<file path="src/logic/dvc_pkg.sv">
// dvc_pkg: shared constants and carrier types for diagnostic verification control
// assumes: ahb-lite register bus, 32-bit data, single clock at 250 MHz
package dvc_pkg;

  ////////////////////////////////////////////////////////////////////////////
  // register byte offsets
  localparam logic [7:0] ADDR_VCMD   = 8'h00;
  localparam logic [7:0] ADDR_CTRL   = 8'h04;
  localparam logic [7:0] ADDR_GATE   = 8'h08;
  localparam logic [7:0] ADDR_STATUS = 8'h0c;
  localparam logic [7:0] ADDR_DIAG0  = 8'h10;
  localparam logic [7:0] ADDR_DIAG1  = 8'h14;
  localparam logic [7:0] ADDR_DIAG2  = 8'h18;
  localparam logic [7:0] ADDR_CLEAR  = 8'h1c;

  ////////////////////////////////////////////////////////////////////////////
  // verify command bit positions
  localparam int CMD_TEMP_WARN  = 0;
  localparam int CMD_OVERTEMP   = 1;
  localparam int CMD_LREG_UV    = 2;
  localparam int CMD_LREG_OV    = 3;
  localparam int CMD_SUPPLY_UV  = 4;
  localparam int CMD_SUPPLY_OV  = 5;
  localparam int CMD_GATE_UV    = 6;
  localparam int CMD_BOOT_UV    = 7;
  localparam int CMD_DS_OV      = 8;
  localparam int CMD_LPIN_OV    = 9;
  localparam int CMD_OVERCUR    = 10;
  localparam int CMD_W          = 11;
  localparam logic [CMD_W-1:0] CMD_RESET = 11'h000;

  // control register: bit 0 watchdog mode select
  localparam int CTRL_WD_SEL = 0;
  localparam logic CTRL_RESET = 1'b0;

  // gate register: bit0 hi a, bit1 lo a, bit2 hi b, bit3 lo b
  localparam int GATE_HI_A = 0;
  localparam int GATE_LO_A = 1;
  localparam int GATE_HI_B = 2;
  localparam int GATE_LO_B = 3;
  localparam logic [3:0] GATE_RESET = 4'h0;

  ////////////////////////////////////////////////////////////////////////////
  // sticky flag positions inside the flat flag vector
  localparam int FLG_TEMP_WARN = 0;
  localparam int FLG_OVERTEMP  = 1;
  localparam int FLG_WD_EXP    = 2;
  localparam int FLG_LREG_UV   = 3;
  localparam int FLG_LREG_OV   = 4;
  localparam int FLG_GUV_HI_A  = 5;
  localparam int FLG_GUV_LO_A  = 6;
  localparam int FLG_GUV_HI_B  = 7;
  localparam int FLG_GUV_LO_B  = 8;
  localparam int FLG_DS_HI_A   = 9;
  localparam int FLG_DS_LO_A   = 10;
  localparam int FLG_DS_HI_B   = 11;
  localparam int FLG_DS_LO_B   = 12;
  localparam int FLG_SUP_UV    = 13;
  localparam int FLG_SUP_OV    = 14;
  localparam int FLG_BOOT_A    = 15;
  localparam int FLG_BOOT_B    = 16;
  localparam int FLG_OC_A      = 17;
  localparam int FLG_OC_B      = 18;
  localparam int FLG_LPIN_OV   = 19;
  localparam int FLG_W         = 20;
  localparam logic [FLG_W-1:0] FLG_RESET = 20'h00000;

  ////////////////////////////////////////////////////////////////////////////
  // watchdog timeout
  localparam int CLK_MHZ       = 250;
  localparam int WD_TIMEOUT_US = 100;
  localparam int WD_CYCLES     = WD_TIMEOUT_US * CLK_MHZ;

  typedef struct packed {
    logic [31:0] addr;
    logic        write;
    logic        sel;
  } dvc_bus_req_type;

  typedef enum logic [1:0] {
    WD_IDLE  = 2'b00,
    WD_RUN   = 2'b01,
    WD_DONE  = 2'b10
  } dvc_wd_state_type;

endpackage

</file>
<file path="src/logic/dvc_sync.sv">
// dvc_sync: three-stage synchroniser for a pin input
// assumes: input may change at any time relative to hclk
`timescale 1ns/1ps
module dvc_sync (
  // clock and reset
  input  wire logic hclk,
  input  wire logic hresetn,
  // pin
  input  wire logic pin_in,
  // synchronised level
  output logic      level_q
);
  logic s1_q;
  logic s2_q;
  logic s3_q;

  always_ff @(posedge hclk or negedge hresetn) begin
    if (!hresetn) begin
      s1_q <= 1'b0;
      s2_q <= 1'b0;
      s3_q <= 1'b0;
    end else begin
      s1_q <= pin_in;
      s2_q <= s1_q;
      s3_q <= s2_q;
    end
  end

  // change accepted only when stage two and three agree
  always_ff @(posedge hclk or negedge hresetn) begin
    if (!hresetn) begin
      level_q <= 1'b0;
    end else if (s2_q == s3_q) begin
      level_q <= s3_q;
    end
  end
endmodule // dvc_sync

</file>
<file path="src/logic/dvc_wdog.sv">
// dvc_wdog: enable-watchdog timer started by a change of the enable level
// assumes: enable level already synchronised; one clock domain
`timescale 1ns/1ps
module dvc_wdog #(
  parameter int unsigned TIMEOUT_CYCLES = dvc_pkg::WD_CYCLES
) (
  // clock and reset
  input  wire logic hclk,
  input  wire logic hresetn,
  // control
  input  wire logic wd_sel,
  input  wire logic enable_lvl,
  // result
  output logic      drive_en_q,
  output logic      expired_pulse
);
  dvc_pkg::dvc_wd_state_type state_q;
  logic [31:0]               count_q;
  logic                      enable_prev_q;
  logic                      edge_seen;

  assign edge_seen     = enable_lvl != enable_prev_q;
  assign expired_pulse = (state_q == dvc_pkg::WD_RUN) && (count_q == 32'h0000_0001);

  always_ff @(posedge hclk or negedge hresetn) begin
    if (!hresetn) begin
      enable_prev_q <= 1'b0;
    end else begin
      enable_prev_q <= enable_lvl;
    end
  end

  always_ff @(posedge hclk or negedge hresetn) begin
    if (!hresetn) begin
      state_q    <= dvc_pkg::WD_IDLE;
      count_q    <= 32'h0000_0000;
      drive_en_q <= 1'b0;
    end else begin
      case (state_q)
        dvc_pkg::WD_IDLE: begin
          if (wd_sel && edge_seen) begin
            state_q    <= dvc_pkg::WD_RUN;
            count_q    <= TIMEOUT_CYCLES;
            drive_en_q <= 1'b1;
          end
        end
        dvc_pkg::WD_RUN: begin
          // a further change restarts the timer; the controller should hold steady
          if (!wd_sel) begin
            state_q    <= dvc_pkg::WD_IDLE;
            drive_en_q <= 1'b0;
          end else if (edge_seen) begin
            count_q <= TIMEOUT_CYCLES;
          end else if (count_q == 32'h0000_0001) begin
            state_q    <= dvc_pkg::WD_DONE;
            drive_en_q <= 1'b0;
          end else begin
            count_q <= count_q - 32'h0000_0001;
          end
        end
        dvc_pkg::WD_DONE: begin
          if (!wd_sel || edge_seen) begin
            state_q <= dvc_pkg::WD_IDLE;
          end
        end
        default: begin
          state_q <= dvc_pkg::WD_IDLE;
        end
      endcase
    end
  end
endmodule // dvc_wdog

</file>
<file path="src/logic/dvc_top.sv">
// dvc_top: off-line self-test control of the bridge driver fault detectors
// assumes: ahb-lite slave on hclk; enable pin asynchronous; one clock domain
`timescale 1ns/1ps

////////////////////////////////////////////////////////////////////////////////
module dvc_top #(
  parameter int unsigned WD_TIMEOUT_CYCLES = dvc_pkg::WD_CYCLES
) (
  // clock and reset
  input  wire logic        hclk,
  input  wire logic        hresetn,
  // ahb-lite slave
  input  wire logic        hsel,
  input  wire logic [31:0] haddr,
  input  wire logic [1:0]  htrans,
  input  wire logic        hwrite,
  input  wire logic [2:0]  hsize,
  input  wire logic [31:0] hwdata,
  input  wire logic        hready,
  output logic [31:0]      hrdata,
  output logic             hreadyout,
  output logic             hresp,
  // enable pin
  input  wire logic        enable_pin,
  // to the bridge and sense path
  output logic             fault_flag_q,
  output logic [3:0]       gate_drive_q,
  output logic             sense_full_scale_q
);

  ////////////////////////////////////////////////////////////////////////////
  // bus capture
  dvc_pkg::dvc_bus_req_type req_q;
  logic [dvc_pkg::CMD_W-1:0] vcmd_q;
  logic                      ctrl_q;
  logic [3:0]                gate_q;
  logic [dvc_pkg::FLG_W-1:0] flag_q;
  logic [dvc_pkg::FLG_W-1:0] flag_set;
  logic [dvc_pkg::FLG_W-1:0] flag_clr;
  logic                      wr_en;
  logic                      enable_lvl;
  logic                      wd_drive;
  logic                      wd_expired;
  logic                      any_hi;
  logic                      any_lo;
  logic                      any_on;
  logic                      fault_d;

  function automatic logic addr_is(input logic [31:0] a, input logic [7:0] off);
    addr_is = (a[31:8] == 24'h000000) && (a[7:0] == off);
  endfunction

  assign hreadyout = 1'b1;
  assign hresp     = 1'b0;
  assign wr_en     = req_q.sel && req_q.write;

  always_ff @(posedge hclk or negedge hresetn) begin
    if (!hresetn) begin
      req_q <= '0;
    end else if (hready) begin
      req_q.sel   <= hsel && htrans[1];
      req_q.write <= hwrite;
      req_q.addr  <= haddr;
    end
  end

  ////////////////////////////////////////////////////////////////////////////
  // software registers
  always_ff @(posedge hclk or negedge hresetn) begin
    if (!hresetn) begin
      vcmd_q <= dvc_pkg::CMD_RESET;
    end else if (wr_en && addr_is(req_q.addr, dvc_pkg::ADDR_VCMD)) begin
      vcmd_q <= hwdata[dvc_pkg::CMD_W-1:0];
    end
  end

  always_ff @(posedge hclk or negedge hresetn) begin
    if (!hresetn) begin
      ctrl_q <= dvc_pkg::CTRL_RESET;
    end else if (wr_en && addr_is(req_q.addr, dvc_pkg::ADDR_CTRL)) begin
      ctrl_q <= hwdata[dvc_pkg::CTRL_WD_SEL];
    end
  end

  always_ff @(posedge hclk or negedge hresetn) begin
    if (!hresetn) begin
      gate_q <= dvc_pkg::GATE_RESET;
    end else if (wr_en && addr_is(req_q.addr, dvc_pkg::ADDR_GATE)) begin
      gate_q <= hwdata[3:0];
    end
  end

  ////////////////////////////////////////////////////////////////////////////
  // enable pin and watchdog
  dvc_sync u_sync (
    .hclk    (hclk),
    .hresetn (hresetn),
    .pin_in  (enable_pin),
    .level_q (enable_lvl)
  );

  dvc_wdog #(
    .TIMEOUT_CYCLES (WD_TIMEOUT_CYCLES)
  ) u_wdog (
    .hclk          (hclk),
    .hresetn       (hresetn),
    .wd_sel        (ctrl_q),
    .enable_lvl    (enable_lvl),
    .drive_en_q    (wd_drive),
    .expired_pulse (wd_expired)
  );

  // in watchdog mode the gates follow phase commands only while the timer runs
  always_ff @(posedge hclk or negedge hresetn) begin
    if (!hresetn) begin
      gate_drive_q <= 4'h0;
    end else if (ctrl_q) begin
      gate_drive_q <= wd_drive ? gate_q : 4'h0;
    end else begin
      gate_drive_q <= gate_q;
    end
  end

  ////////////////////////////////////////////////////////////////////////////
  // forced detector trips
  assign any_hi = gate_q[dvc_pkg::GATE_HI_A] || gate_q[dvc_pkg::GATE_HI_B];
  assign any_lo = gate_q[dvc_pkg::GATE_LO_A] || gate_q[dvc_pkg::GATE_LO_B];
  assign any_on = any_hi || any_lo;

  always_comb begin
    flag_set = dvc_pkg::FLG_RESET;
    flag_set[dvc_pkg::FLG_TEMP_WARN] = vcmd_q[dvc_pkg::CMD_TEMP_WARN];
    flag_set[dvc_pkg::FLG_OVERTEMP]  = vcmd_q[dvc_pkg::CMD_OVERTEMP];
    flag_set[dvc_pkg::FLG_LREG_UV]   = vcmd_q[dvc_pkg::CMD_LREG_UV];
    flag_set[dvc_pkg::FLG_LREG_OV]   = vcmd_q[dvc_pkg::CMD_LREG_OV];
    flag_set[dvc_pkg::FLG_SUP_UV]    = vcmd_q[dvc_pkg::CMD_SUPPLY_UV];
    flag_set[dvc_pkg::FLG_SUP_OV]    = vcmd_q[dvc_pkg::CMD_SUPPLY_OV];
    flag_set[dvc_pkg::FLG_GUV_HI_A]  = vcmd_q[dvc_pkg::CMD_GATE_UV]
                                     && gate_q[dvc_pkg::GATE_LO_A];
    flag_set[dvc_pkg::FLG_GUV_HI_B]  = vcmd_q[dvc_pkg::CMD_GATE_UV]
                                     && gate_q[dvc_pkg::GATE_LO_B];
    flag_set[dvc_pkg::FLG_GUV_LO_A]  = vcmd_q[dvc_pkg::CMD_GATE_UV]
                                     && gate_q[dvc_pkg::GATE_HI_A];
    flag_set[dvc_pkg::FLG_GUV_LO_B]  = vcmd_q[dvc_pkg::CMD_GATE_UV]
                                     && gate_q[dvc_pkg::GATE_HI_B];
    flag_set[dvc_pkg::FLG_BOOT_A]    = vcmd_q[dvc_pkg::CMD_BOOT_UV]
                                     && gate_q[dvc_pkg::GATE_HI_A];
    flag_set[dvc_pkg::FLG_BOOT_B]    = vcmd_q[dvc_pkg::CMD_BOOT_UV]
                                     && gate_q[dvc_pkg::GATE_HI_B];
    flag_set[dvc_pkg::FLG_DS_HI_A]   = vcmd_q[dvc_pkg::CMD_DS_OV]
                                     && gate_q[dvc_pkg::GATE_LO_A];
    flag_set[dvc_pkg::FLG_DS_HI_B]   = vcmd_q[dvc_pkg::CMD_DS_OV]
                                     && gate_q[dvc_pkg::GATE_LO_B];
    flag_set[dvc_pkg::FLG_DS_LO_A]   = vcmd_q[dvc_pkg::CMD_DS_OV]
                                     && gate_q[dvc_pkg::GATE_HI_A];
    flag_set[dvc_pkg::FLG_DS_LO_B]   = vcmd_q[dvc_pkg::CMD_DS_OV]
                                     && gate_q[dvc_pkg::GATE_HI_B];
    flag_set[dvc_pkg::FLG_LPIN_OV]   = vcmd_q[dvc_pkg::CMD_LPIN_OV];
    flag_set[dvc_pkg::FLG_OC_A]      = vcmd_q[dvc_pkg::CMD_OVERCUR];
    flag_set[dvc_pkg::FLG_OC_B]      = vcmd_q[dvc_pkg::CMD_OVERCUR];
    flag_set[dvc_pkg::FLG_WD_EXP]    = wd_expired;
  end

  // general fault follows the live commands other than overcurrent, never the sticky flags
  always_comb begin
    fault_d = vcmd_q[dvc_pkg::CMD_TEMP_WARN]
           || vcmd_q[dvc_pkg::CMD_OVERTEMP]
           || vcmd_q[dvc_pkg::CMD_LREG_UV]
           || vcmd_q[dvc_pkg::CMD_LREG_OV]
           || vcmd_q[dvc_pkg::CMD_SUPPLY_UV]
           || vcmd_q[dvc_pkg::CMD_SUPPLY_OV]
           || vcmd_q[dvc_pkg::CMD_LPIN_OV]
           || (vcmd_q[dvc_pkg::CMD_GATE_UV] && any_on)
           || (vcmd_q[dvc_pkg::CMD_BOOT_UV] && any_hi)
           || (vcmd_q[dvc_pkg::CMD_DS_OV] && any_on);
  end

  always_ff @(posedge hclk or negedge hresetn) begin
    if (!hresetn) begin
      fault_flag_q <= 1'b0;
    end else begin
      fault_flag_q <= fault_d;
    end
  end

  // sense outputs forced to full scale only while the check is on
  always_ff @(posedge hclk or negedge hresetn) begin
    if (!hresetn) begin
      sense_full_scale_q <= 1'b0;
    end else begin
      sense_full_scale_q <= vcmd_q[dvc_pkg::CMD_OVERCUR];
    end
  end

  ////////////////////////////////////////////////////////////////////////////
  // sticky flags: write-one-to-clear at the clear register, set wins
  assign flag_clr = (wr_en && addr_is(req_q.addr, dvc_pkg::ADDR_CLEAR))
                    ? hwdata[dvc_pkg::FLG_W-1:0] : dvc_pkg::FLG_RESET;

  genvar gi;
  generate
    for (gi = 0; gi < dvc_pkg::FLG_W; gi++) begin : g_flag
      always_ff @(posedge hclk or negedge hresetn) begin
        if (!hresetn) begin
          flag_q[gi] <= 1'b0;
        end else if (flag_set[gi]) begin
          flag_q[gi] <= 1'b1;
        end else if (flag_clr[gi]) begin
          flag_q[gi] <= 1'b0;
        end
      end
    end
  endgenerate

  ////////////////////////////////////////////////////////////////////////////
  // read path: status and diag views are windows onto the flag vector
  always_ff @(posedge hclk or negedge hresetn) begin
    if (!hresetn) begin
      hrdata <= 32'h0000_0000;
    end else if (hready && hsel && htrans[1] && !hwrite) begin
      if (addr_is(haddr, dvc_pkg::ADDR_VCMD)) begin
        hrdata <= {21'h000000, vcmd_q};
      end else if (addr_is(haddr, dvc_pkg::ADDR_CTRL)) begin
        hrdata <= {31'h00000000, ctrl_q};
      end else if (addr_is(haddr, dvc_pkg::ADDR_GATE)) begin
        hrdata <= {28'h0000000, gate_q};
      end else if (addr_is(haddr, dvc_pkg::ADDR_STATUS)) begin
        hrdata <= {28'h0000000, fault_flag_q, flag_q[2:0]};
      end else if (addr_is(haddr, dvc_pkg::ADDR_DIAG0)) begin
        hrdata <= {26'h0000000, flag_q[8:3]};
      end else if (addr_is(haddr, dvc_pkg::ADDR_DIAG1)) begin
        hrdata <= {28'h0000000, flag_q[12:9]};
      end else if (addr_is(haddr, dvc_pkg::ADDR_DIAG2)) begin
        hrdata <= {26'h0000000, flag_q[18:13]};
      end else if (addr_is(haddr, dvc_pkg::ADDR_CLEAR)) begin
        hrdata <= {12'h000, flag_q};
      end else begin
        hrdata <= 32'h0000_0000;
      end
    end
  end

endmodule // dvc_top

</file>
<file path="config.mk">
export PLATFORM = sky130hd
export DESIGN_NAME = dvc_top
export DESIGN_NICKNAME = d
export VERILOG_FILES = /design/src/logic/dvc_pkg.sv /design/src/logic/dvc_sync.sv /design/src/logic/dvc_wdog.sv /design/src/logic/dvc_top.sv
export SDC_FILE = /design/constraint.sdc
export NUM_CORES = 1
export LEC_CHECK = 0
export ABC_AREA = 1
export BUFFER_PORTS_ARGS = -buffer_cell sky130_fd_sc_hd__buf_4
export CAP_MARGIN = 20
export CORE_MARGIN = 10
export CORE_UTILIZATION = 37
export CTS_BUF_LIST = sky130_fd_sc_hd__clkbuf_8
export DETAILED_ROUTE_END_ITERATION = 6
export PLACE_DENSITY = 0.53
export SLEW_MARGIN = 20
export SYNTH_ARGS = -nofsm -noshare
export SYNTH_HDL_FRONTEND = slang
export SYNTH_SLANG_ARGS = --single-unit
</file>
<file path="constraint.sdc">
create_clock -name hclk -period 2 [get_ports hclk]
set_input_delay 0 -clock hclk [delete_from_list [all_inputs] [get_ports hclk]]
set_output_delay 0 -clock hclk [all_outputs]
set_load 0.03 [all_outputs]
</file>
# Word level (Yosys, flattened, before mapping)
# Cells that the tools add are included.
# totals
word_cells	207
regBits	148
# op_classes
n_reduce_logical	80
add_sub_neg	1
n_eq_ne	21
muxes	67
# op_table
cell	n
20-bit 2-to-1 mux	8
32-bit 2-to-1 mux	5
32-bit case mux with 2 select lines	1
24-bit zero test	2
1-bit 2-to-1 mux	44
2-bit nonzero test	21
8-bit by 5-bit == test with 1-bit output, second input constant	5
1-bit logical AND	36
32-bit by 1-bit == test with 1-bit output, second input constant	1
32-bit by 1-bit subtractor with 32-bit output, second input constant	1
8-bit by 4-bit == test with 1-bit output, second input constant	3
8-bit by 3-bit == test with 1-bit output, second input constant	2
8-bit zero test	2
1-bit logical OR	13
4-bit AND reduction	3
2-bit 2-to-1 mux	5
4-bit 2-to-1 mux	2
3-bit != test, second input constant	2
2-bit case mux with 3 select lines	1
2-bit by 1-bit != test with 1-bit output, second input constant	2
3-bit by 2-bit != test with 1-bit output, second input constant	1
2-bit by 1-bit == test with 1-bit output, second input constant	1
2-bit == test, second input constant	1
1-bit zero test	2
other kinds (5)	5

# Longest topological paths before layout
# Gate-level depths: netlist of run 1.
# depth
depth_word	10
mapped_depth	14
ltp_nobuf	14

# Cells and area by module
# A second synthesis of run 1 with hierarchy kept.
# hier_totals
cells_unflattened	875
area_unflattened_um2	7188.1
# modules_own_cells
module	instances	area_per_inst_um2	seq_area_each_um2	cells_each
dvc_top	1	4609.4	2402.3	518
dvc_wdog	1	2462.4	900.9	349
dvc_sync	1	116.4	100.1	8

# Worst setup path before layout of run 1
# No wires, ideal clock.
# synth_timing
path_kind	reg-to-reg
startpoint	register u_wdog.count_q[0]
endpoint	register u_wdog.count_q[26]
stages_incl_launch_ff	12
arrival_ps	1623
n_path_buf	0
setup_slack_ps	259
setup_ps	117
period_less_slack_ps	1741
path_cell_list	dfrtp_1 -> inv_1 -> ha_1 -> inv_1 -> nor2_1 -> inv_1 -> nor2_4 -> nand3_1 -> nor4_1 -> nand3_1 -> o21ai_1 -> nor2_1
# synth_via
elab_chain_len	5
# synth_rtl
element	line_no	text
from (decl)	dvc_wdog.sv:18	logic [31:0] count_q;
from (signal assigned)	dvc_wdog.sv:58	count_q <= count_q - 32'h0000_0001;
32-bit by 1-bit subtractor with 32-bit output	dvc_wdog.sv:58	
32-bit 2-to-1 mux	dvc_wdog.sv:54	end else if (count_q == 32'h0000_0001) begin
32-bit 2-to-1 mux	dvc_wdog.sv:52	end else if (edge_seen) begin
32-bit 2-to-1 mux	dvc_wdog.sv:49	if (!wd_sel) begin
32-bit case mux with 2 select lines	dvc_wdog.sv:39	case (state_q)
# Parallel ways exist; a longest one is shown, timed or not. The select of a mux whose other input is x is not followed.
# A chain may end at the register's enable or synchronous reset.

# Final worst setup path of run 1
# layout_timing
startpoint	register u_wdog.count_q[13]
endpoint	register u_wdog.count_q[29]
# Same word-level chain as after synthesis.

==> metrics, run 1 <==
largest net degree at the start of global routing=50; H-tree depth=4; Yosys warning total=0; cell area after synthesis=6740 um2; Max Clock Freq=530 MHz; Layout area overhead=38.2%; MaxCap Viol Count=0; reg2reg start=u_wdog.count_q[13]; register area share after synthesis=50.5%; DIE AREA=24,000 um2; status=completed; syn avg cell area=7.92 um2; routed vias/inst=4.76; Setup-failing EPs final=0; Startpoint Class=flip-flop; TritonCTS Buffers=17; WL met3=820 um; slew margin rel.=55.4%; CP max FO=13; Int Power=5.12 mW; CP Launch Point=u_wdog.count_q[13]; met2 wire len=9500 um; Power, Total=7.34 mW; crit path time final=1890 ps; Critical R2R Capture=u_wdog.count_q[29]; combinational share of power=22.4%; core region area=18,000 um2; DP Worst Slack=30.6 ps; sw frac=30.3%; Final Hold Viols=0; synth unique cells=39; Post-synth ARST share=100%; Worst Skew=12.6 ps; buffers from clock root to sink, at most=2; die width=155 um; input/output buffers=84; DP HPWL=13,900 um; Top Metal Used=met4; R2R depth=11; 1st-iter DRT viols=336; Net Switching=2.23 mW; WL met1=8700 um; NumNets Final=1,138; Flop pwr share=41.9%; worst hold slack=33.2 ps; overflow left after global routing=0; Skew-Pair Late Insertion Delay=450 ps; global-route wire length before repair=31,500 um; HP Class=in -> reg; r2r setup slk=110 ps; initial antenna violation count=1; GRT Overall Usage=16.1%; wire per inst=14.8 um; 1st-pass router iterations=5; Clk network pwr share=35.7%; chip height=155 um; GPL Wtd Cong=0.907; share of layout cells above drive strength 1=18.5%; Worst Tran Pin Value=668 ps; Row Count=49; Root Buffer=clkbuf_8; TritonCTS clock tree=done; Initial Utilization=37.5%; Area after DPL=7790 um2; Post-Synthesis Cells=850; total vias in the final route=6,205; final worst slack=115 ps; clock-pin slew on the worst setup and hold paths=80 ps; unrepaired setup endpoints after global routing=true; crit path kind=reg -> reg; vias in the first global route=6,289; Final Instance Area=9310 um2; # DRC=0; Layout Utilization=51.8%; top_reg_cell synth=dfrtp_1; flops & latches, synth=136; final worst-path cycle share=94.3%; Routed Antenna Nets=0; Worst Setup EP=u_wdog.count_q[29]; Worst VDD drop=0.000491 V; required time worst endpoint=2330 ps; I/O pin count=115; Leak=4.53 nW; Slew Viols, Final=0; crit path DAT=2220 ps; CP endpoint kind=flip-flop; CTS sink count=136; Power Density=789 nW/um2; EDFF count, synth=0; Post-Route WL=19,200 um
==> power groups by stage <==
stage	Combinational [mW]	Clock, mW	Sequential, mW
CTS	1.53	2.69	3.07
finish	1.64	2.62	3.08
global placement	1.37	0	3.13
floorplan	0.720	0	3.23
detailed placement	1.37	0	3.13
global route	1.83	2.82	3.11
==> area by class of cell <==
cell class,count,area [um2]
fill,1707,8660
sequential,136,3400
multi-input combinational,582,2860
timing repair buffer,214,1890
inverter,110,415
tap,229,287
clock buffer,17,234
clock inverter,14,223
antenna,1,2.50
==> Yosys cell counts (2+ instances only) <==
library cell  number  area, um2
a21o_1             2       15.0
a21oi_1           42        210
buf_2              7       35.0
buf_4             14        105
clkbuf_1          12       45.0
conb_1             2       7.51
dfrtp_1          136       3400
ha_1               2       25.0
inv_1            107        402
inv_2              2       7.51
nand2_1          189        709
nand2_2            3       18.8
nand3_1           51        255
nand3b_1           3       22.5
nand4_1           24        150
nor2_1            89        334
nor2_2             9       56.3
nor2_4             2       22.5
nor3_1            19       95.1
nor3_2             5       50.1
nor3b_1            4       30.0
nor4_1             4       25.0
o21ai_0           79        395
o21ai_1            8       40.0
o21bai_1           2       15.0
o22a_1             2       17.5
o22ai_1           11       68.8
xor2_1             9       78.8
==> logic make-up (layout without fill, tap and decap cells) <==
| logic type | after synthesis | after routing | synth area share, % |
|---|---|---|---|
| simple gates | 407 | 407 | 27.0 |
| compound gates | 149 | 149 | 11.7 |
| buf+inv | 144 | 355 | 9.05 |
| flops | 136 | 136 | 50.5 |
| xor+xnor | 9 | 9 | 1.17 |
| fa+ha+maj | 3 | 3 | 0.520 |
| other cells | 2 | 15 | 0.112 |
==> flip-flops by register name (all words and copies together), names as in the netlist, 2 cells and up <==
register and cells:
u_wdog.count_q 32, flag_q 20, req_q 34, hrdata 20, gate_drive_q 4, u_wdog.state_q 2
gate_q 4, vcmd_q 11
==> metal layers <==
layer,vias to the layer above,global-route usage [%]
met5,-,0
met4,0,4.54
met3,19,3.78
met2,114,27.5
met1,2914,19.7
li1,3158,-
==> critical path, cell delays in order, from the launching register on <==
cell and delay (ps):
dfrtp_1 420, nor2_4 160, nand2_1 110, nor2_2 160
nand4_2 130, nor2_2 150, nand3_2 90, nand2_4 120
inv_4 100, nand2_2 100, buf_4 150, o22ai_1 80
==> worst min-delay path by stage <==
stage               cells past startpoint  slack [ps]         to    start
finish                                  2          30  req_q[10]   hready
detailed placement                      1         -20  req_q[31]  hresetn
global route                            2          60  req_q[10]   hready
floorplan                               0        -300     ctrl_q  hresetn
CTS                                     2          20  req_q[10]   hready
global placement                        1         -20  req_q[30]  hresetn
==> repair_timing <==
action / 4_1_cts / 5_1_grt
hold buffers: 88 / 0
buffers inserted: 0 / 8
setup endpoints to repair: 0 / 43
resized for setup: 0 / 25
hold endpoints to repair: 208 / 0
==> layout by cell type (no fill, tap or decap), drive strengths merged, types with 2 or more instances in the layout <==
cell type    synthesis  final
dfrtp              136    136
o21bai               2      2
bufinv               0      5
ha                   2      2
clkbuf              12     18
nand4               25     25
inv                109    112
dlygate4sd3          0     88
xor2                 9      9
nor3                24     24
conb                 2     14
clkinv               1      5
nor2               100    100
o21ai               88     88
nand2              193    193
o22ai               11     11
nand3b               3      3
a21o                 2      2
clkinvlp             0      2
nor4                 4      4
nor3b                4      4
a21oi               42     42
o22a                 2      2
nand3               52     52
buf                 22    125
==> through the flow <==
step | instances | setup TNS (ps)
CTS | 1293 | 0
finish | 1303 | 0
floorplan | 862 | 0
global route | 1303 | -121
global placement | 1174 | 0
detailed placement | 1174 | 0
Note: power is estimated with default switching activity, not from simulation.
==> run 2: changes to the inputs <==
--- a/config.mk
+++ b/config.mk
@@ -9,10 +9,11 @@
 export BUFFER_PORTS_ARGS = -buffer_cell sky130_fd_sc_hd__buf_4
 export CAP_MARGIN = 20
 export CORE_MARGIN = 10
-export CORE_UTILIZATION = 37
+export CORE_UTILIZATION = 30
 export CTS_BUF_LIST = sky130_fd_sc_hd__clkbuf_8
+export CTS_CLUSTER_SIZE = 28
 export DETAILED_ROUTE_END_ITERATION = 6
-export PLACE_DENSITY = 0.53
+export PLACE_DENSITY = 0.45
 export SLEW_MARGIN = 20
 export SYNTH_ARGS = -nofsm -noshare
 export SYNTH_HDL_FRONTEND = slang
==> run 2 against run 1 <==
- sequential share of layout area shrank 0.57 points
- clock power hardly changed
- combinational power about the same
- critical path depth unchanged
- worst hold slack gained 66 ps
- via count grew 0.24%
- sequential cell count unchanged
- critical endpoint is now u_wdog.count_q[26]
- largest cell class unchanged
- highest routed layer unchanged
==> metrics, run 2 (synthesized netlist as in run 1, its figures left out) <==
Row Count=54 (was 49); global-route wire length before repair=33,600 um (was 31,500 um); crit-path cells=inv_1 > ha_1 > inv_1 > nor2_1 > inv_1 > nor2_4 > nand3_2 > nor4_2 > nand3_1 > o21ai_1 > nor2_1 (was nor2_4 > nand2_1 > nor2_2 > nand4_2 > nor2_2 > nand3_2 > nand2_4 > inv_4 > nand2_2 > buf_4 > o22ai_1); Routed Antenna Nets=0 (unchanged); vias in the first global route=6,420 (was 6,289); # DRC=0 (unchanged); Crit-path slowest cell=dfrtp_1 (unchanged); HP Class=in -> async (was in -> reg); GRT Overall Usage=14.5% (was 16.1%); required time worst endpoint=2330 ps (about the same); H-tree depth=4 (unchanged); Setup-failing EPs final=0 (unchanged); die width=170 um (was 155 um); crit path kind=reg -> reg (unchanged); Layout area overhead=40.3% (was 38.2%); slew margin rel.=56.2% (was 55.4%); commonest cells after routing, fill and taps aside=nand2_1, dfrtp_1, buf_4, inv_1, dlygate4sd3_1 (unchanged); DP HPWL=15,100 um (was 13,900 um); crit path DAT=2200 ps (was 2220 ps); biggest regs=req_q (34), u_wdog.count_q (32) (unchanged); routed vias/inst=4.57 (was 4.76); initial antenna violation count=0 (was 1); Worst Tran Pin Value=657 ps (was 668 ps); crit-path most repeated cell=inv_1 (was nor2_2); Worst Skew=18.8 ps (was 12.6 ps); Leak=4.58 nW (was 4.53 nW); overflow left after global routing=0 (unchanged); critical path's top delay family=simple AND/OR/NAND/NOR gates (unchanged); wire per inst=15.0 um (was 14.8 um); 1st-iter DRT viols=346 (was 336); Slew Viols, Final=0 (unchanged); DIE AREA=28,800 um2 (was 24,000 um2); largest net degree at the start of global routing=49 (was 50); unrepaired setup endpoints after global routing=true (unchanged); CP endpoint kind=flip-flop (unchanged); CTS sink count=136 (unchanged); Antenna diodes=0 (was 1); crit path time final=1870 ps (was 1890 ps); Skew-Pair Late Insertion Delay=450 ps (about the same); Buffers & Inverters on Critical Path=3 (was 2); Final Instance Area=9450 um2 (was 9310 um2); clock-pin slew on the worst setup and hold paths=90 ps (was 80 ps); largest reg by FF count=req_q (unchanged); r2r setup slk=130 ps (was 110 ps); Area after DPL=7940 um2 (was 7790 um2); Final Hold Viols=0 (unchanged); chip height=170 um (was 155 um); Initial Utilization=30.7% (was 37.5%); Post-Route WL=20,400 um (was 19,200 um); TritonCTS clock tree=done (unchanged); buffers from clock root to sink, at most=2 (unchanged); core region area=22,000 um2 (was 18,000 um2); 1st-pass router iterations=7 (was 5); max FFs per register=34 (unchanged); final worst-path cycle share=93.6% (was 94.3%); share of layout cells above drive strength 1=19.0% (was 18.5%); Power Density=781 nW/um2 (was 789 nW/um2); GPL Wtd Cong=0.846 (was 0.907); MaxCap Viol Count=0 (unchanged); status=completed (unchanged); most common cell after layout, fill and taps aside=nand2_1 (unchanged); Worst VDD drop=0.000609 V (was 0.000491 V); R2R depth=11 (unchanged); total vias in the final route=6,220 (was 6,205); reg2reg start=u_wdog.count_q[1] (was u_wdog.count_q[13]); Startpoint Class=flip-flop (unchanged); Power, Total=7.38 mW (was 7.34 mW); Layout Utilization=43.0% (was 51.8%); Critical R2R Capture=u_wdog.count_q[26] (was u_wdog.count_q[29]); Root Buffer=clkbuf_8 (unchanged); TritonCTS Buffers=17 (unchanged); input/output buffers=84 (unchanged); NumNets Final=1,144 (was 1,138); I/O pin count=115 (unchanged); CP max FO=7 (was 13); CP max stage delay=380 ps (was 420 ps); Max Clock Freq=534 MHz (was 530 MHz)
[run 2: cell count changes in the layout (fill, tap and decap cells not counted), sizes merged]
cell         delta
bufinv          -1
clkinvlp        -1
dlygate4sd3     +1
buf             +6
inv             +3
clkinv          -1
diode           -1
[run 2: tightest hold or removal path: cells and delay by family]
family,cells,cell delay (ps)
buffers and inverters,3,910
[run 2: worst max path at each step]
stage	start	endpoint	slack, ps	cells after the start
after global routing	u_wdog.count_q[2]	u_wdog.count_q[17]	-70	9
after detailed placement	u_wdog.count_q[1]	u_wdog.count_q[26]	40	11
after global placement	u_wdog.count_q[1]	u_wdog.count_q[26]	50	11
after floorplan	u_wdog.count_q[0]	u_wdog.count_q[26]	260	11
after CTS	u_wdog.count_q[1]	u_wdog.count_q[26]	1	11
final	u_wdog.count_q[1]	u_wdog.count_q[26]	130	11
[run 2: through the flow]
step / hold WS [ps] / setup TNS [ps] / std cells / setup slack (ps)
4_1_cts: 80.3 / 0 / 1355 / 1.36
3_5_place_dp: -93.0 / 0 / 1233 / 36.4
5_1_grt: 105 / -325 / 1360 / -73.4
3_3_place_gp: -92.3 / 0 / 1233 / 45.8
6_report: 99.2 / 0 / 1360 / 128
2_1_floorplan: -296 / 0 / 862 / 259
[run 2: report_power, final]
part	internal (mW)	switching [mW]	total (mW)
Combinational	0.700	0.973	1.67
Clock	1.43	1.19	2.62
Sequential	2.96	0.137	3.09
Total	5.08	2.30	7.38
[run 2: cell type report]
cell class / instances / area, um2
Clock buffer: 18 / 248
Multi-Input combinational cell: 582 / 2860
Tap cell: 280 / 350
Fill cell: 2219 / 12500
Clock inverter: 14 / 209
Inverter: 110 / 415
Timing Repair Buffer: 220 / 1960
Sequential cell: 136 / 3400
[run 2: timing repair]
item,in CTS,in global routing
gates resized for setup,0,29
buffers inserted,0,5
hold buffers,90,0
endpoints found under the setup margin,0,39
endpoints found under the hold margin,207,0
[run 2: routing by layer]
metal	GRT usage [%]	wire length, um	vias to the layer above
met5	0	0	-
met4	2.94	142	0
met3	3.24	765	10
met2	24.8	10100	98
met1	18.5	9370	2941
li1	-	-	3171
